`config.mk`:
```
export PLATFORM = sky130hd
export DESIGN_NAME = mic_top
export DESIGN_NICKNAME = d
export VERILOG_FILES = /design/src/mic_edge_det.v /design/src/mic_prio.v /design/src/mic_top.v
export VERILOG_INCLUDE_DIRS = /design/src
export SDC_FILE = /design/constraint.sdc
export NUM_CORES = 1
export LEC_CHECK = 0
export BUFFER_PORTS_ARGS = -buffer_cell sky130_fd_sc_hd__buf_4
export CAP_MARGIN = 20
export CORE_UTILIZATION = 55
export CTS_CLUSTER_DIAMETER = 50
export DETAILED_ROUTE_END_ITERATION = 10
export PLACE_DENSITY = 0.86
export SETUP_SLACK_MARGIN = 0.1
export SYNTH_ARGS = -nofsm -noshare
export SYNTH_HDL_FRONTEND = slang
export SYNTH_SLANG_ARGS = --single-unit
export TNS_END_PERCENT = 50
```
`constraint.sdc`:
```
create_clock -name MCLK -period 3.39 [get_ports MCLK]
set_input_delay 0.339 -clock MCLK [delete_from_list [all_inputs] [get_ports MCLK]]
set_output_delay 0.339 -clock MCLK [all_outputs]
set_load 0.01 [all_outputs]
```
`src/mic_defs.vh`:
```
// Constants of the interrupt controller: register map, fields, resets, vectors
// Overview of operation
// - Every comparator, timer and peripheral event sets its request flag, whatever the enables hold; a pin event needs its pin enable.
// - A set flag causes a vector jump only while its own enable is one.
// - Global enable at zero blocks every interrupt.
// - On acceptance push the next-instruction address, then load and fetch the vector.
// - Return-from-interrupt pops the saved address so execution resumes.
// - Servicing any interrupt clears the global enable, preventing nesting.
// - Requests arriving while blocked still set and hold their flags.
// - A full stack blocks acknowledgement until the stack pointer drops.
// - A newly set flag wakes from sleep or idle; an old one does not.
// - Each external pin sets its flag on the edge its select chooses.
// - Edge select offers rising, falling, both, or disabled per pin.
// - A pin acts as interrupt input only when enabled and set as input.
// - Servicing an external pin interrupt clears that pin flag and global enable.
// - Pull-high selection on interrupt pins stays in effect.
// - Each comparator sets its flag whenever its output changes state.
// - Servicing a comparator interrupt clears its flag and the global enable.
// - Peripheral group register: flags in bits 7..4, enables 3..0, reset zero.
// - Timer one register: A,P flags bits 5,4, enables 1,0; B at 6 and 2.
// - Timer three register: A,P flags bits 5,4, enables bits 1,0, reset zero.
// - Unimplemented bits of these registers always read zero.
// - Single sources own vectors; grouped sources share a multi-function vector.
// - A multi-function flag sets when any grouped source whose own enable is one raises its flag.
// - Servicing clears only the multi-function flag; software clears source flags.
`ifndef MIC_DEFS_VH
`define MIC_DEFS_VH
`define MIC_AW 8
`define MIC_PC_W 13
// Register byte offsets
`define MIC_OFS_CORE 8'h00
`define MIC_OFS_EXT 8'h04
`define MIC_OFS_EDGE 8'h08
`define MIC_OFS_CMP 8'h0C
`define MIC_OFS_TM1X 8'h10
`define MIC_OFS_TM1B 8'h14
`define MIC_OFS_PER 8'h18
`define MIC_OFS_TM3 8'h1C
`define MIC_OFS_MF 8'h20
`define MIC_OFS_PULL 8'h24
`define MIC_OFS_STAT 8'h28
// Implemented bit masks
`define MIC_MSK_CORE 8'h01
`define MIC_MSK_EXT 8'hFF
`define MIC_MSK_CMP 8'h33
`define MIC_MSK_TM1X 8'h77
`define MIC_MSK_TM1B 8'h33
`define MIC_MSK_PER 8'hFF
`define MIC_MSK_TM3 8'h33
`define MIC_MSK_MF 8'h77
`define MIC_MSK_PULL 8'h0F
`define MIC_RST_BYTE 8'h00
// Field positions
`define MIC_FLAG_LSB 4
`define MIC_GE_BIT 0
// Edge select codes
`define MIC_EDGE_OFF 2'b00
`define MIC_EDGE_RISE 2'b01
`define MIC_EDGE_FALL 2'b10
`define MIC_EDGE_BOTH 2'b11
// Vectors, lower address means higher priority
`define MIC_VEC_EXT0 13'h0004
`define MIC_VEC_EXT1 13'h0008
`define MIC_VEC_EXT2 13'h000C
`define MIC_VEC_EXT3 13'h0010
`define MIC_VEC_CMP0 13'h0014
`define MIC_VEC_CMP1 13'h0018
`define MIC_VEC_MF0 13'h001C
`define MIC_VEC_MF1 13'h0020
`define MIC_VEC_MF2 13'h0024
`define MIC_NSRC 9
// Bus responses
`define MIC_RESP_OKAY 2'b00
`define MIC_RESP_SLVERR 2'b10
`endif

```
`src/mic_edge_det.v`:
```
// Pin synchroniser with selectable edge detection
`timescale 1ns/1ps
`include "mic_defs.vh"
module mic_edge_det (
	input wire clk,
	input wire rst_n,
	input wire pin,
	input wire [1:0] mode,
	output wire evt
);
	reg s1_reg;
	reg s2_reg;
	reg s3_reg;
	wire rise;
	wire fall;
	// Two stages against metastability, third stage for edge history
	always @(posedge clk or negedge rst_n) begin
		if (!rst_n) begin
			s1_reg <= 1'b0;
			s2_reg <= 1'b0;
			s3_reg <= 1'b0;
		end else begin
			s1_reg <= pin;
			s2_reg <= s1_reg;
			s3_reg <= s2_reg;
		end
	end
	// Edge type chosen by mode; off code never fires
	assign rise = s2_reg & ~s3_reg;
	assign fall = ~s2_reg & s3_reg;
	assign evt = (mode == `MIC_EDGE_RISE) ? rise :
		(mode == `MIC_EDGE_FALL) ? fall :
		(mode == `MIC_EDGE_BOTH) ? (rise | fall) : 1'b0;
endmodule

```
`src/mic_prio.v`:
```
// Fixed priority picker, lowest index wins
`timescale 1ns/1ps
`include "mic_defs.vh"
module mic_prio (
	input wire [`MIC_NSRC-1:0] req,
	output reg hit,
	output reg [3:0] idx
);
	integer i;
	// Scan from the top so the lowest index lands last
	always @* begin
		hit = 1'b0;
		idx = 4'h0;
		for (i = `MIC_NSRC - 1; i >= 0; i = i - 1) begin
			if (req[i]) begin
				hit = 1'b1;
				idx = i[3:0];
			end
		end
	end
endmodule

```
`src/mic_top.v`:
```
// Interrupt controller with AXI4-Lite registers and core sequencing handshake
//
// The AXI4-Lite interface to the registers and the address map are this design's own decisions.
`timescale 1ns/1ps
`include "mic_defs.vh"
module mic_top (
	input wire MCLK,
	input wire ARST_N,
	input wire [`MIC_AW-1:0] S_AXI_AWADDR,
	input wire S_AXI_AWVALID,
	output wire S_AXI_AWREADY,
	input wire [31:0] S_AXI_WDATA,
	input wire [3:0] S_AXI_WSTRB,
	input wire S_AXI_WVALID,
	output wire S_AXI_WREADY,
	output wire [1:0] S_AXI_BRESP,
	output wire S_AXI_BVALID,
	input wire S_AXI_BREADY,
	input wire [`MIC_AW-1:0] S_AXI_ARADDR,
	input wire S_AXI_ARVALID,
	output wire S_AXI_ARREADY,
	output wire [31:0] S_AXI_RDATA,
	output wire [1:0] S_AXI_RRESP,
	output wire S_AXI_RVALID,
	input wire S_AXI_RREADY,
	input wire [3:0] EXT_IRQ_PINS,
	input wire [3:0] PORT_DIR_IN,
	input wire EXT_PERIPH_PIN,
	input wire CMP0_OUT,
	input wire CMP1_OUT,
	input wire TM1_CMPA_EVT,
	input wire TM1_CMPP_EVT,
	input wire TM1_CMPB_EVT,
	input wire TM3_CMPA_EVT,
	input wire TM3_CMPP_EVT,
	input wire EEPROM_EVT,
	input wire LOW_VOLT_EVT,
	input wire SERIAL_EVT,
	input wire [`MIC_PC_W-1:0] PC_NEXT,
	input wire STACK_FULL,
	input wire ACCEPT_SLOT,
	input wire RETURN_FROM_INTERRUPT,
	input wire LOW_POWER,
	output wire IRQ_TAKE,
	output wire [`MIC_PC_W-1:0] VECTOR_ADDR,
	output wire PUSH_PC,
	output wire [`MIC_PC_W-1:0] PUSH_DATA,
	output wire POP_PC,
	output wire WAKE_UP,
	output wire [3:0] PULLUP_EN
);
	// Register file
	reg [7:0] core_reg;
	reg [7:0] ext_reg;
	reg [7:0] edge_reg;
	reg [7:0] cmp_reg;
	reg [7:0] tm1_reg;
	reg [7:0] per_reg;
	reg [7:0] tm3_reg;
	reg [7:0] mf_reg;
	reg [7:0] pull_reg;
	// Bus state
	reg aw_hold_reg;
	reg [`MIC_AW-1:0] awaddr_reg;
	reg w_hold_reg;
	reg [7:0] wdata_reg;
	reg wstrb0_reg;
	reg bvalid_reg;
	reg [1:0] bresp_reg;
	reg rvalid_reg;
	reg [31:0] rdata_reg;
	reg [1:0] rresp_reg;
	// Core handshake outputs
	reg take_reg;
	reg [`MIC_PC_W-1:0] vector_reg;
	reg [`MIC_PC_W-1:0] push_data_reg;
	reg pop_reg;
	reg wake_reg;
	// Internal nets
	wire [3:0] pin_evt;
	wire [3:0] ext_evt;
	wire xp_evt;
	wire [1:0] cmp_evt;
	wire [`MIC_NSRC-1:0] pend;
	wire hit;
	wire [3:0] idx;
	wire take;
	wire [`MIC_NSRC-1:0] onehot;
	wire wr_fire;
	wire [2:0] mf_evt;
	wire [7:0] ext_set;
	wire [7:0] cmp_set;
	wire [7:0] tm1_set;
	wire [7:0] per_set;
	wire [7:0] tm3_set;
	wire [7:0] mf_set;
	wire [7:0] ext_clr;
	wire [7:0] cmp_clr;
	wire [7:0] mf_clr;
	wire new_flag;
	reg [31:0] rd_mux;
	genvar g;

	// Flag/enable byte update: write, then service clear, then hardware set wins
	function [7:0] upd;
		input [7:0] cur;
		input wr;
		input [7:0] wd;
		input [7:0] msk;
		input [7:0] set;
		input [7:0] clr;
		begin
			upd = ((((wr ? wd : cur) & ~clr) | set) & msk);
		end
	endfunction

	// Address is one of the mapped words
	function mapped;
		input [`MIC_AW-1:0] a;
		begin
			case (a)
				`MIC_OFS_CORE, `MIC_OFS_EXT, `MIC_OFS_EDGE, `MIC_OFS_CMP,
				`MIC_OFS_TM1X, `MIC_OFS_TM1B, `MIC_OFS_PER, `MIC_OFS_TM3,
				`MIC_OFS_MF, `MIC_OFS_PULL, `MIC_OFS_STAT: mapped = 1'b1;
				default: mapped = 1'b0;
			endcase
		end
	endfunction

	// Vector address of each source index
	function [`MIC_PC_W-1:0] vec_of;
		input [3:0] i;
		begin
			case (i)
				4'h0: vec_of = `MIC_VEC_EXT0;
				4'h1: vec_of = `MIC_VEC_EXT1;
				4'h2: vec_of = `MIC_VEC_EXT2;
				4'h3: vec_of = `MIC_VEC_EXT3;
				4'h4: vec_of = `MIC_VEC_CMP0;
				4'h5: vec_of = `MIC_VEC_CMP1;
				4'h6: vec_of = `MIC_VEC_MF0;
				4'h7: vec_of = `MIC_VEC_MF1;
				4'h8: vec_of = `MIC_VEC_MF2;
				default: vec_of = `MIC_VEC_EXT0;
			endcase
		end
	endfunction

	// External pins, each with its own edge selector
	generate
		for (g = 0; g < 4; g = g + 1) begin : g_pin
			mic_edge_det u_pin (
				.clk(MCLK),
				.rst_n(ARST_N),
				.pin(EXT_IRQ_PINS[g]),
				.mode(edge_reg[2*g+1:2*g]),
				.evt(pin_evt[g])
			);
		end
	endgenerate

	// External peripheral pin fires on the falling edge only
	mic_edge_det u_xp (
		.clk(MCLK),
		.rst_n(ARST_N),
		.pin(EXT_PERIPH_PIN),
		.mode(`MIC_EDGE_FALL),
		.evt(xp_evt)
	);

	// Comparator outputs are asynchronous to MCLK; any change counts
	mic_edge_det u_cmp0 (
		.clk(MCLK),
		.rst_n(ARST_N),
		.pin(CMP0_OUT),
		.mode(`MIC_EDGE_BOTH),
		.evt(cmp_evt[0])
	);
	mic_edge_det u_cmp1 (
		.clk(MCLK),
		.rst_n(ARST_N),
		.pin(CMP1_OUT),
		.mode(`MIC_EDGE_BOTH),
		.evt(cmp_evt[1])
	);

	// Pin is an interrupt input only while enabled and set as input
	assign ext_evt = pin_evt & ext_reg[3:0] & PORT_DIR_IN;

	// Event sets, independent of the global enable; pin sets also need the pin enable
	assign ext_set = {ext_evt, 4'h0};
	assign cmp_set = {2'b00, cmp_evt, 4'h0};
	assign tm1_set = {1'b0, TM1_CMPB_EVT, TM1_CMPA_EVT, TM1_CMPP_EVT, 4'h0};
	assign per_set = {EEPROM_EVT, LOW_VOLT_EVT, xp_evt, SERIAL_EVT, 4'h0};
	assign tm3_set = {2'b00, TM3_CMPA_EVT, TM3_CMPP_EVT, 4'h0};

	// Grouped sources reach their shared flag only through their own enable
	assign mf_evt[0] = |(tm1_set[6:4] & tm1_reg[2:0]);
	assign mf_evt[1] = |(per_set[7:4] & per_reg[3:0]);
	assign mf_evt[2] = |(tm3_set[5:4] & tm3_reg[1:0]);
	assign mf_set = {1'b0, mf_evt, 4'h0};

	// Pending requests in priority order: pins, comparators, groups
	assign pend = {mf_reg[6:4] & mf_reg[2:0],
		cmp_reg[5:4] & cmp_reg[1:0],
		ext_reg[7:4] & ext_reg[3:0]};

	mic_prio u_prio (
		.req(pend),
		.hit(hit),
		.idx(idx)
	);

	// Acceptance needs global enable, a free stack and a sequencer slot
	assign take = core_reg[`MIC_GE_BIT] & hit & ~STACK_FULL & ACCEPT_SLOT;
	assign onehot = take ? ({{(`MIC_NSRC-1){1'b0}}, 1'b1} << idx) : {`MIC_NSRC{1'b0}};

	// Service clears only the serviced flag; group source flags stay for software
	assign ext_clr = {onehot[3:0], 4'h0};
	assign cmp_clr = {2'b00, onehot[5:4], 4'h0};
	assign mf_clr = {1'b0, onehot[8:6], 4'h0};

	// A flag going from clear to set is what wakes the core
	assign new_flag = |(ext_set & ~ext_reg) | |(cmp_set & ~cmp_reg) |
		|(tm1_set & ~tm1_reg) | |(per_set & ~per_reg) |
		|(tm3_set & ~tm3_reg) | |(mf_set & ~mf_reg);

	// Write happens once both address and data are held
	assign wr_fire = aw_hold_reg & w_hold_reg & ~bvalid_reg;

	// Register file update; basic timer-one view leaves comparator B untouched
	always @(posedge MCLK or negedge ARST_N) begin
		if (!ARST_N) begin
			core_reg <= `MIC_RST_BYTE;
			ext_reg <= `MIC_RST_BYTE;
			edge_reg <= `MIC_RST_BYTE;
			cmp_reg <= `MIC_RST_BYTE;
			tm1_reg <= `MIC_RST_BYTE;
			per_reg <= `MIC_RST_BYTE;
			tm3_reg <= `MIC_RST_BYTE;
			mf_reg <= `MIC_RST_BYTE;
			pull_reg <= `MIC_RST_BYTE;
		end else begin
			if (take) begin
				core_reg <= core_reg & ~`MIC_MSK_CORE;
			end else if (wr_fire && wstrb0_reg && awaddr_reg == `MIC_OFS_CORE) begin
				core_reg <= wdata_reg & `MIC_MSK_CORE;
			end
			ext_reg <= upd(ext_reg, wr_fire & wstrb0_reg & (awaddr_reg == `MIC_OFS_EXT),
				wdata_reg, `MIC_MSK_EXT, ext_set, ext_clr);
			if (wr_fire && wstrb0_reg && awaddr_reg == `MIC_OFS_EDGE) begin
				edge_reg <= wdata_reg;
			end
			cmp_reg <= upd(cmp_reg, wr_fire & wstrb0_reg & (awaddr_reg == `MIC_OFS_CMP),
				wdata_reg, `MIC_MSK_CMP, cmp_set, cmp_clr);
			if (wr_fire && wstrb0_reg && awaddr_reg == `MIC_OFS_TM1B) begin
				tm1_reg <= upd(tm1_reg, 1'b1,
					(wdata_reg & `MIC_MSK_TM1B) | (tm1_reg & ~`MIC_MSK_TM1B),
					`MIC_MSK_TM1X, tm1_set, 8'h00);
			end else begin
				tm1_reg <= upd(tm1_reg,
					wr_fire & wstrb0_reg & (awaddr_reg == `MIC_OFS_TM1X),
					wdata_reg, `MIC_MSK_TM1X, tm1_set, 8'h00);
			end
			per_reg <= upd(per_reg, wr_fire & wstrb0_reg & (awaddr_reg == `MIC_OFS_PER),
				wdata_reg, `MIC_MSK_PER, per_set, 8'h00);
			tm3_reg <= upd(tm3_reg, wr_fire & wstrb0_reg & (awaddr_reg == `MIC_OFS_TM3),
				wdata_reg, `MIC_MSK_TM3, tm3_set, 8'h00);
			mf_reg <= upd(mf_reg, wr_fire & wstrb0_reg & (awaddr_reg == `MIC_OFS_MF),
				wdata_reg, `MIC_MSK_MF, mf_set, mf_clr);
			if (wr_fire && wstrb0_reg && awaddr_reg == `MIC_OFS_PULL) begin
				pull_reg <= wdata_reg & `MIC_MSK_PULL;
			end
		end
	end

	// Pull-high choice passes straight out, untouched by interrupt use
	assign PULLUP_EN = pull_reg[3:0];

	// Core sequencing: push next address, present vector, pop on return
	always @(posedge MCLK or negedge ARST_N) begin
		if (!ARST_N) begin
			take_reg <= 1'b0;
			vector_reg <= {`MIC_PC_W{1'b0}};
			push_data_reg <= {`MIC_PC_W{1'b0}};
			pop_reg <= 1'b0;
			wake_reg <= 1'b0;
		end else begin
			take_reg <= take;
			if (take) begin
				push_data_reg <= PC_NEXT;
				vector_reg <= vec_of(idx);
			end
			pop_reg <= RETURN_FROM_INTERRUPT;
			wake_reg <= LOW_POWER & new_flag;
		end
	end

	assign IRQ_TAKE = take_reg;
	assign PUSH_PC = take_reg;
	assign VECTOR_ADDR = vector_reg;
	assign PUSH_DATA = push_data_reg;
	assign POP_PC = pop_reg;
	assign WAKE_UP = wake_reg;

	// Write channels: address and data may arrive in either order
	always @(posedge MCLK or negedge ARST_N) begin
		if (!ARST_N) begin
			aw_hold_reg <= 1'b0;
			awaddr_reg <= {`MIC_AW{1'b0}};
			w_hold_reg <= 1'b0;
			wdata_reg <= 8'h00;
			wstrb0_reg <= 1'b0;
			bvalid_reg <= 1'b0;
			bresp_reg <= `MIC_RESP_OKAY;
		end else begin
			if (S_AXI_AWVALID && S_AXI_AWREADY) begin
				aw_hold_reg <= 1'b1;
				awaddr_reg <= S_AXI_AWADDR;
			end
			if (S_AXI_WVALID && S_AXI_WREADY) begin
				w_hold_reg <= 1'b1;
				wdata_reg <= S_AXI_WDATA[7:0];
				wstrb0_reg <= S_AXI_WSTRB[0];
			end
			if (wr_fire) begin
				aw_hold_reg <= 1'b0;
				w_hold_reg <= 1'b0;
				bvalid_reg <= 1'b1;
				bresp_reg <= mapped(awaddr_reg) ? `MIC_RESP_OKAY : `MIC_RESP_SLVERR;
			end else if (bvalid_reg && S_AXI_BREADY) begin
				bvalid_reg <= 1'b0;
			end
		end
	end

	// One outstanding write; channels stall until the response is taken
	assign S_AXI_AWREADY = ~aw_hold_reg & ~bvalid_reg;
	assign S_AXI_WREADY = ~w_hold_reg & ~bvalid_reg;
	assign S_AXI_BVALID = bvalid_reg;
	assign S_AXI_BRESP = bresp_reg;

	// Read mux; unimplemented bits come back as zero through the masks
	always @* begin
		rd_mux = 32'h0000_0000;
		case (S_AXI_ARADDR)
			`MIC_OFS_CORE: rd_mux[7:0] = core_reg;
			`MIC_OFS_EXT: rd_mux[7:0] = ext_reg;
			`MIC_OFS_EDGE: rd_mux[7:0] = edge_reg;
			`MIC_OFS_CMP: rd_mux[7:0] = cmp_reg;
			`MIC_OFS_TM1X: rd_mux[7:0] = tm1_reg;
			`MIC_OFS_TM1B: rd_mux[7:0] = tm1_reg & `MIC_MSK_TM1B;
			`MIC_OFS_PER: rd_mux[7:0] = per_reg;
			`MIC_OFS_TM3: rd_mux[7:0] = tm3_reg;
			`MIC_OFS_MF: rd_mux[7:0] = mf_reg;
			`MIC_OFS_PULL: rd_mux[7:0] = pull_reg;
			`MIC_OFS_STAT: rd_mux[15:0] = {idx, 2'b00, hit, pend};
			default: rd_mux = 32'h0000_0000;
		endcase
	end

	// Read channel: data registered, held until taken
	always @(posedge MCLK or negedge ARST_N) begin
		if (!ARST_N) begin
			rvalid_reg <= 1'b0;
			rdata_reg <= 32'h0000_0000;
			rresp_reg <= `MIC_RESP_OKAY;
		end else begin
			if (S_AXI_ARVALID && S_AXI_ARREADY) begin
				rvalid_reg <= 1'b1;
				rdata_reg <= rd_mux;
				rresp_reg <= mapped(S_AXI_ARADDR) ? `MIC_RESP_OKAY : `MIC_RESP_SLVERR;
			end else if (rvalid_reg && S_AXI_RREADY) begin
				rvalid_reg <= 1'b0;
			end
		end
	end

	assign S_AXI_ARREADY = ~rvalid_reg;
	assign S_AXI_RVALID = rvalid_reg;
	assign S_AXI_RDATA = rdata_reg;
	assign S_AXI_RRESP = rresp_reg;
endmodule

```
### Word-level counts from Yosys, hierarchy flattened

Memory sizes are Yosys's and may differ from the RTL's. A register that Yosys moved wholly into a read port is not among the register bits.
Cells that the tools add are included.

* word-level logic and storage cells: 255
* latch bits: 0
* register bits after elaboration: 141
* bits in writable memories: 0
* input bits: 95
* memory bits (read-only): 64
* memories kept: 1

* equal/unequal tests: 32
* shifts and indexed selects: 1
* bitwise gates (word level): 91
* divide/modulo/power cells: 0
* $lt $le $gt $ge: 0
* mux-type cells: 56
* multiply operators: 0
* $add $sub $neg: 0
* reduce and logical (&&, ||, !) cells: 29

Memories
* (name not given): words 16, width 4, read ports 1, clocked after Yosys merged registers in 1, wr ports 0, RTL line mic_top.v:134 `case (i)`

Operator list (count)
* one-hot mux 8 bit (11 select lines): 1
* equality test 8 x 5 -> 1 bit, second input constant: 8
* equality test 8 x 6 -> 1 bit, second input constant: 6
* OR reduction 8 bit: 6
* two-way mux 4 bit: 9
* two-way mux 1 bit: 35
* equality test 8 x 4 -> 1 bit, second input constant: 4
* bitwise AND 1 bit: 28
* bitwise AND 8 bit: 3
* two-way mux 8 bit: 3
* inverter 8 bit: 3
* OR reduction 11 bit: 2
* two-way mux 7 bit: 3
* bitwise OR 7 bit: 3
* inverter 1 bit: 18
* bitwise AND 4 bit: 4
* bitwise AND 6 x 8 -> 8 bit: 2
* bitwise AND 7 x 8 -> 8 bit: 2
* equality test 2 bit, second input constant: 8
* equality test 8 x 3 -> 1 bit, second input constant: 2
* logical NOT 8 bit: 2
* inverter 6 -> 8 bit: 2
* inverter 7 -> 8 bit: 2
* bitwise OR 8 bit: 2
* 20 further kinds: 51

### Depth between registers and ports, before layout

* depth in word-level cells: 17
* mapped depth: 8
* gate-level depth less buffers: 8

### Hierarchy

Synthesis repeated with hierarchy kept, for this count alone.

* cell total of the unflattened synthesis: 616
* area, all modules: 6414.9 um^2

By module, submodules not included
* mic_top: cells an instance 517, area an instance 5378.9 um^2, times used 1, sequential area each 2652.5 um^2
* mic_edge_det: cells an instance 12, area an instance 133.9 um^2, times used 7, sequential area each 75.1 um^2
* mic_prio: cells an instance 15, area an instance 98.8 um^2, times used 1, sequential area each 0.0 um^2

### Least setup slack after synthesis

No wires, ideal clock.

* path type: reg2reg
* start: register awaddr_reg[7]
* end: register tm3_reg[0]
* slack: 1235 ps
* arrival time: 2030 ps
* setup time: 125 ps
* cell stages (with the launch flop): 6
* cell sequence: dfrtp_1 > or3b_4 > or4b_4 > or3_1 > buf_6 > mux2_4

* cells in the longest elaborated chain, start to end: 4

RTL lines
* start, declared: RTL line mic_top.v:64 `` reg [`MIC_AW-1:0] awaddr_reg; ``
* start signal, assigned: RTL line mic_top.v:310 `` awaddr_reg <= {`MIC_AW{1'b0}}; ``
* equality test 8 x 5 -> 1 bit
* bitwise AND 1 bit: RTL line mic_top.v:267 `` tm3_reg <= upd(tm3_reg, wr_fire & wstrb0_reg & (awaddr_reg == `MIC_OFS_TM3), ``
* two-way mux 6 bit: RTL line mic_top.v:113 `upd = ((((wr ? wd : cur) & ~clr) | set) & msk);`
* bitwise OR 6 bit: RTL line mic_top.v:113
* end signal, assigned: RTL line mic_top.v:240 `` tm3_reg <= `MIC_RST_BYTE; ``
* end signal, assigned: RTL line mic_top.v:267
* end, declared: RTL line mic_top.v:59 `reg [7:0] tm3_reg;`

Every way passes these cells.
A chain may end at the register's enable or synchronous reset.

### Worst setup path in the final report

* start: register awaddr_reg[7]
* end: register edge_reg[1]

* cells in the longest elaborated chain, start to end: 2

RTL lines
* equality test 8 x 4 -> 1 bit
* logical AND 1 bit (no line)
* end signal, assigned: RTL line mic_top.v:236 `` edge_reg <= `MIC_RST_BYTE; ``
* end signal, assigned: RTL line mic_top.v:252 `edge_reg <= wdata_reg;`
* end, declared: RTL line mic_top.v:55 `reg [7:0] edge_reg;`

Every way passes these cells.

==> reports/qor.yml <==
largest_reg_flops: 14
p_leak_nw: 3.700
holdWs_ps: 26.33
fill_cells: 772
die_w_um: 108.1
numCtsBuffers: 17
layout_commonest_cell: "dfrtp_1"
cp-start-kind: "flip-flop"
io_pins: 170
cp.required_ps: 3780
drtAntennaViolNets: 0
synthToLayoutAreaGrowth_pct: 26.37
synth_area_sq_mm: 0.006192
core_sq_mm: 0.01089
rows: 38
avgSynthCellArea_sq_um: 11.00
start_util: 0.5687
maxSlewViolCount: 0
worstSetupPathType: "flip-flop to flip-flop"
synth_seq_cells: 127
path_buf_inv: 0
gr-usage-all-layers: 0.2999
final_cell_area_sq_mm: 0.007825
slowest_delay_ps: 760
postCtsHoldBufs: 10
grt_pass1_wl_um: 26020
synthFlopType: "dfrtp_1"
crit_family: "simple AND/OR/NAND/NOR gates"
power_switching_mw: 1.696
fin_worst_skew_ps: 7.236
antenna_found_initial: 0
drtIter0Drc: 281
vias: 4994
setup_viol: 0
clk_latency_ps: 510
clock_power_share: 0.348
root_buffer: "clkbuf_8"
cts.clk_slew.worst_paths_ps: 60
critPathArrivalTime_ps: 2910
clock-sinks: 127
setup_tns_ps: 0
share_seq_of_total_power: 0.430
ir_drop_mv: 0.6119
crit_fanout: 8
yosysSeqAreaShare: 0.5132
fp.dieH_um: 108.1
cts_resized: 0
yosys_warnings: 0
status: "complete, no violations"
drive_gt1_frac: 0.3085
first_pass_iters: 7
clockBufferDepth: 2
port_buffers: 113
worstSetupEndpointType: "flip-flop"
relSlewSlack: 0.3406
final_cell_mix: "dfrtp_1, buf_4, nand2_1, mux2_2, conb_1"
htree_levels: 4
intPower_mw: 3.653
tightestPinTransition_ps: 980.0
power_density_mw_per_mm2: 683.7
fmax_mhz: 397.4
post-route-min-period_ps: 2517
syn_inst: 563
path_cells: "or3b_4 -> nor4_1 -> nand4_2 -> mux2_2"
fin_util: 0.7187
grt_overflow: 0
synth-edff-count: 0
finalWeightedCongestion: 0.9422
wl_um: 16240
cts_setup_buffers: 0
hold_class: "input pin to flip-flop"
grt_max_degree: 72
hold_violations: 0
place_area_sq_mm: 0.007114
via_per_inst: 5.875
fin_crit_sh: 0.7424
grt_pass1_vias: 5002
drc: 0
switching_share: 0.3171
diodes: 0
power_frac_comb: 0.222
crit_slowest_cell: "nor4_1"
synth.distinct_cells: 62
synth-async-reset-ratio: 1.000
cts_tree: "built"
rsz0062_at_grt: "no"
drv_cap: 0
fin_nets: 805
wire_per_inst_um: 19.10
dieArea_sq_mm: 0.01169
place_hpwl_um: 11740
synthesized netlist by cell type, drive strengths merged (2+ instances only):
cell type | instances | share of area
a211o | 5 | 0.0071
a211oi | 3 | 0.0036
a21boi | 2 | 0.0024
a21o | 3 | 0.0036
a21oi | 15 | 0.012
a222oi | 2 | 0.0032
a22o | 4 | 0.0057
a22oi | 11 | 0.013
a31oi | 4 | 0.0040
a32o | 5 | 0.0081
a32oi | 2 | 0.0028
and2 | 11 | 0.011
and3 | 3 | 0.0030
buf | 34 | 0.041
clkbuf | 11 | 0.0067
dfrtp | 127 | 0.51
ha | 13 | 0.026
inv | 25 | 0.015
mux2 | 56 | 0.10
mux2i | 17 | 0.027
nand2 | 62 | 0.038
nand2b | 5 | 0.0051
nand3 | 17 | 0.014
nand3b | 5 | 0.0061
nand4 | 5 | 0.0061
nor2 | 26 | 0.016
nor2b | 12 | 0.012
nor3 | 6 | 0.0048
nor4 | 6 | 0.0095
nor4b | 4 | 0.0077
o211ai | 2 | 0.0024
o21ai | 26 | 0.021
o221ai | 2 | 0.0028
o22ai | 10 | 0.010
o2bb2ai | 2 | 0.0028
or3 | 2 | 0.0020
or4b | 2 | 0.0038
xnor2 | 2 | 0.0028
cell families (layout without fill, tap and decap cells):
group / after synthesis / after routing / share of synthesized area
AO/OA/AOI/OAI: 104 / 104 / 0.1142
adder cells (fa/ha/maj): 13 / 13 / 0.02627
XOR/XNOR: 2 / 2 / 0.002829
flip-flops: 127 / 127 / 0.5132
AND/OR/NAND/NOR: 171 / 171 / 0.1457
buffers and inverters: 71 / 190 / 0.06304
other: 1 / 29 / 0.0006056
multiplexers: 74 / 74 / 0.1342
power groups by stage:
stage | registers (mW) | clock network [mW] | logic [mW]
CTS | 2.28 | 1.89 | 1.19
detailed placement | 2.31 | 0 | 1.17
floorplan | 2.15 | 0 | 0.732
finish | 2.30 | 1.86 | 1.19
global placement | 2.28 | 0 | 1.12
global route | 2.35 | 1.95 | 1.30
area by class of cell:
cell class,instances,area [sq um],share of cell area
clock buffers,19,421.7,0.05389
clock inverters,13,188.9,0.02414
inverters,26,97.59,0.01247
multi-input cells,393,2735,0.3495
flip-flops and latches,127,3178,0.4061
well taps,140,175.2,0.02239
repair buffers,132,1028,0.1314
path summary, 6_finish.rpt:
path / start / end / slack, ps / cells after the start
worst max-delay path: awaddr_reg[7]$_DFFE_PN0P_ / edge_reg[1]$_DFFE_PN0P_ / 870 / 4
worst min-delay path: S_AXI_BREADY / S_AXI_BVALID$_DFFE_PN0P_ / 30 / 2
worst max register to register: awaddr_reg[7]$_DFFE_PN0P_ / edge_reg[1]$_DFFE_PN0P_ / 870 / 4
worst min register to register: g_pin[2].u_pin.s1_reg$_DFF_PN0_ / g_pin[2].u_pin.s2_reg$_DFF_PN0_ / 350 / 0
max in group asynchronous: ARST_N / wdata_reg[2]$_DFFE_PN0P_ / 2090 / 3
min in group asynchronous: ARST_N / IRQ_TAKE$_DFF_PN0_ / 510 / 2
layer usage:
metal,routed length (um),vias up,track usage,part of all wire
li1,-,2233,-,-
met1,6556,2459,0.3840,0.40
met2,7829,264,0.4750,0.48
met3,1388,38,0.08318,0.085
met4,460,0,0.1350,0.028
met5,0,-,0,0
through the flow:
step           std cells  setup slack, ps  total power [mW]
2_1_floorplan        591             1235             2.878
3_3_place_gp         808             1051             3.398
3_5_place_dp         808            929.6             3.477
4_1_cts              850            914.9             5.362
5_1_grt              850            803.2             5.595
6_report             850            873.4             5.350
Note: power is estimated with default switching activity, not from simulation.
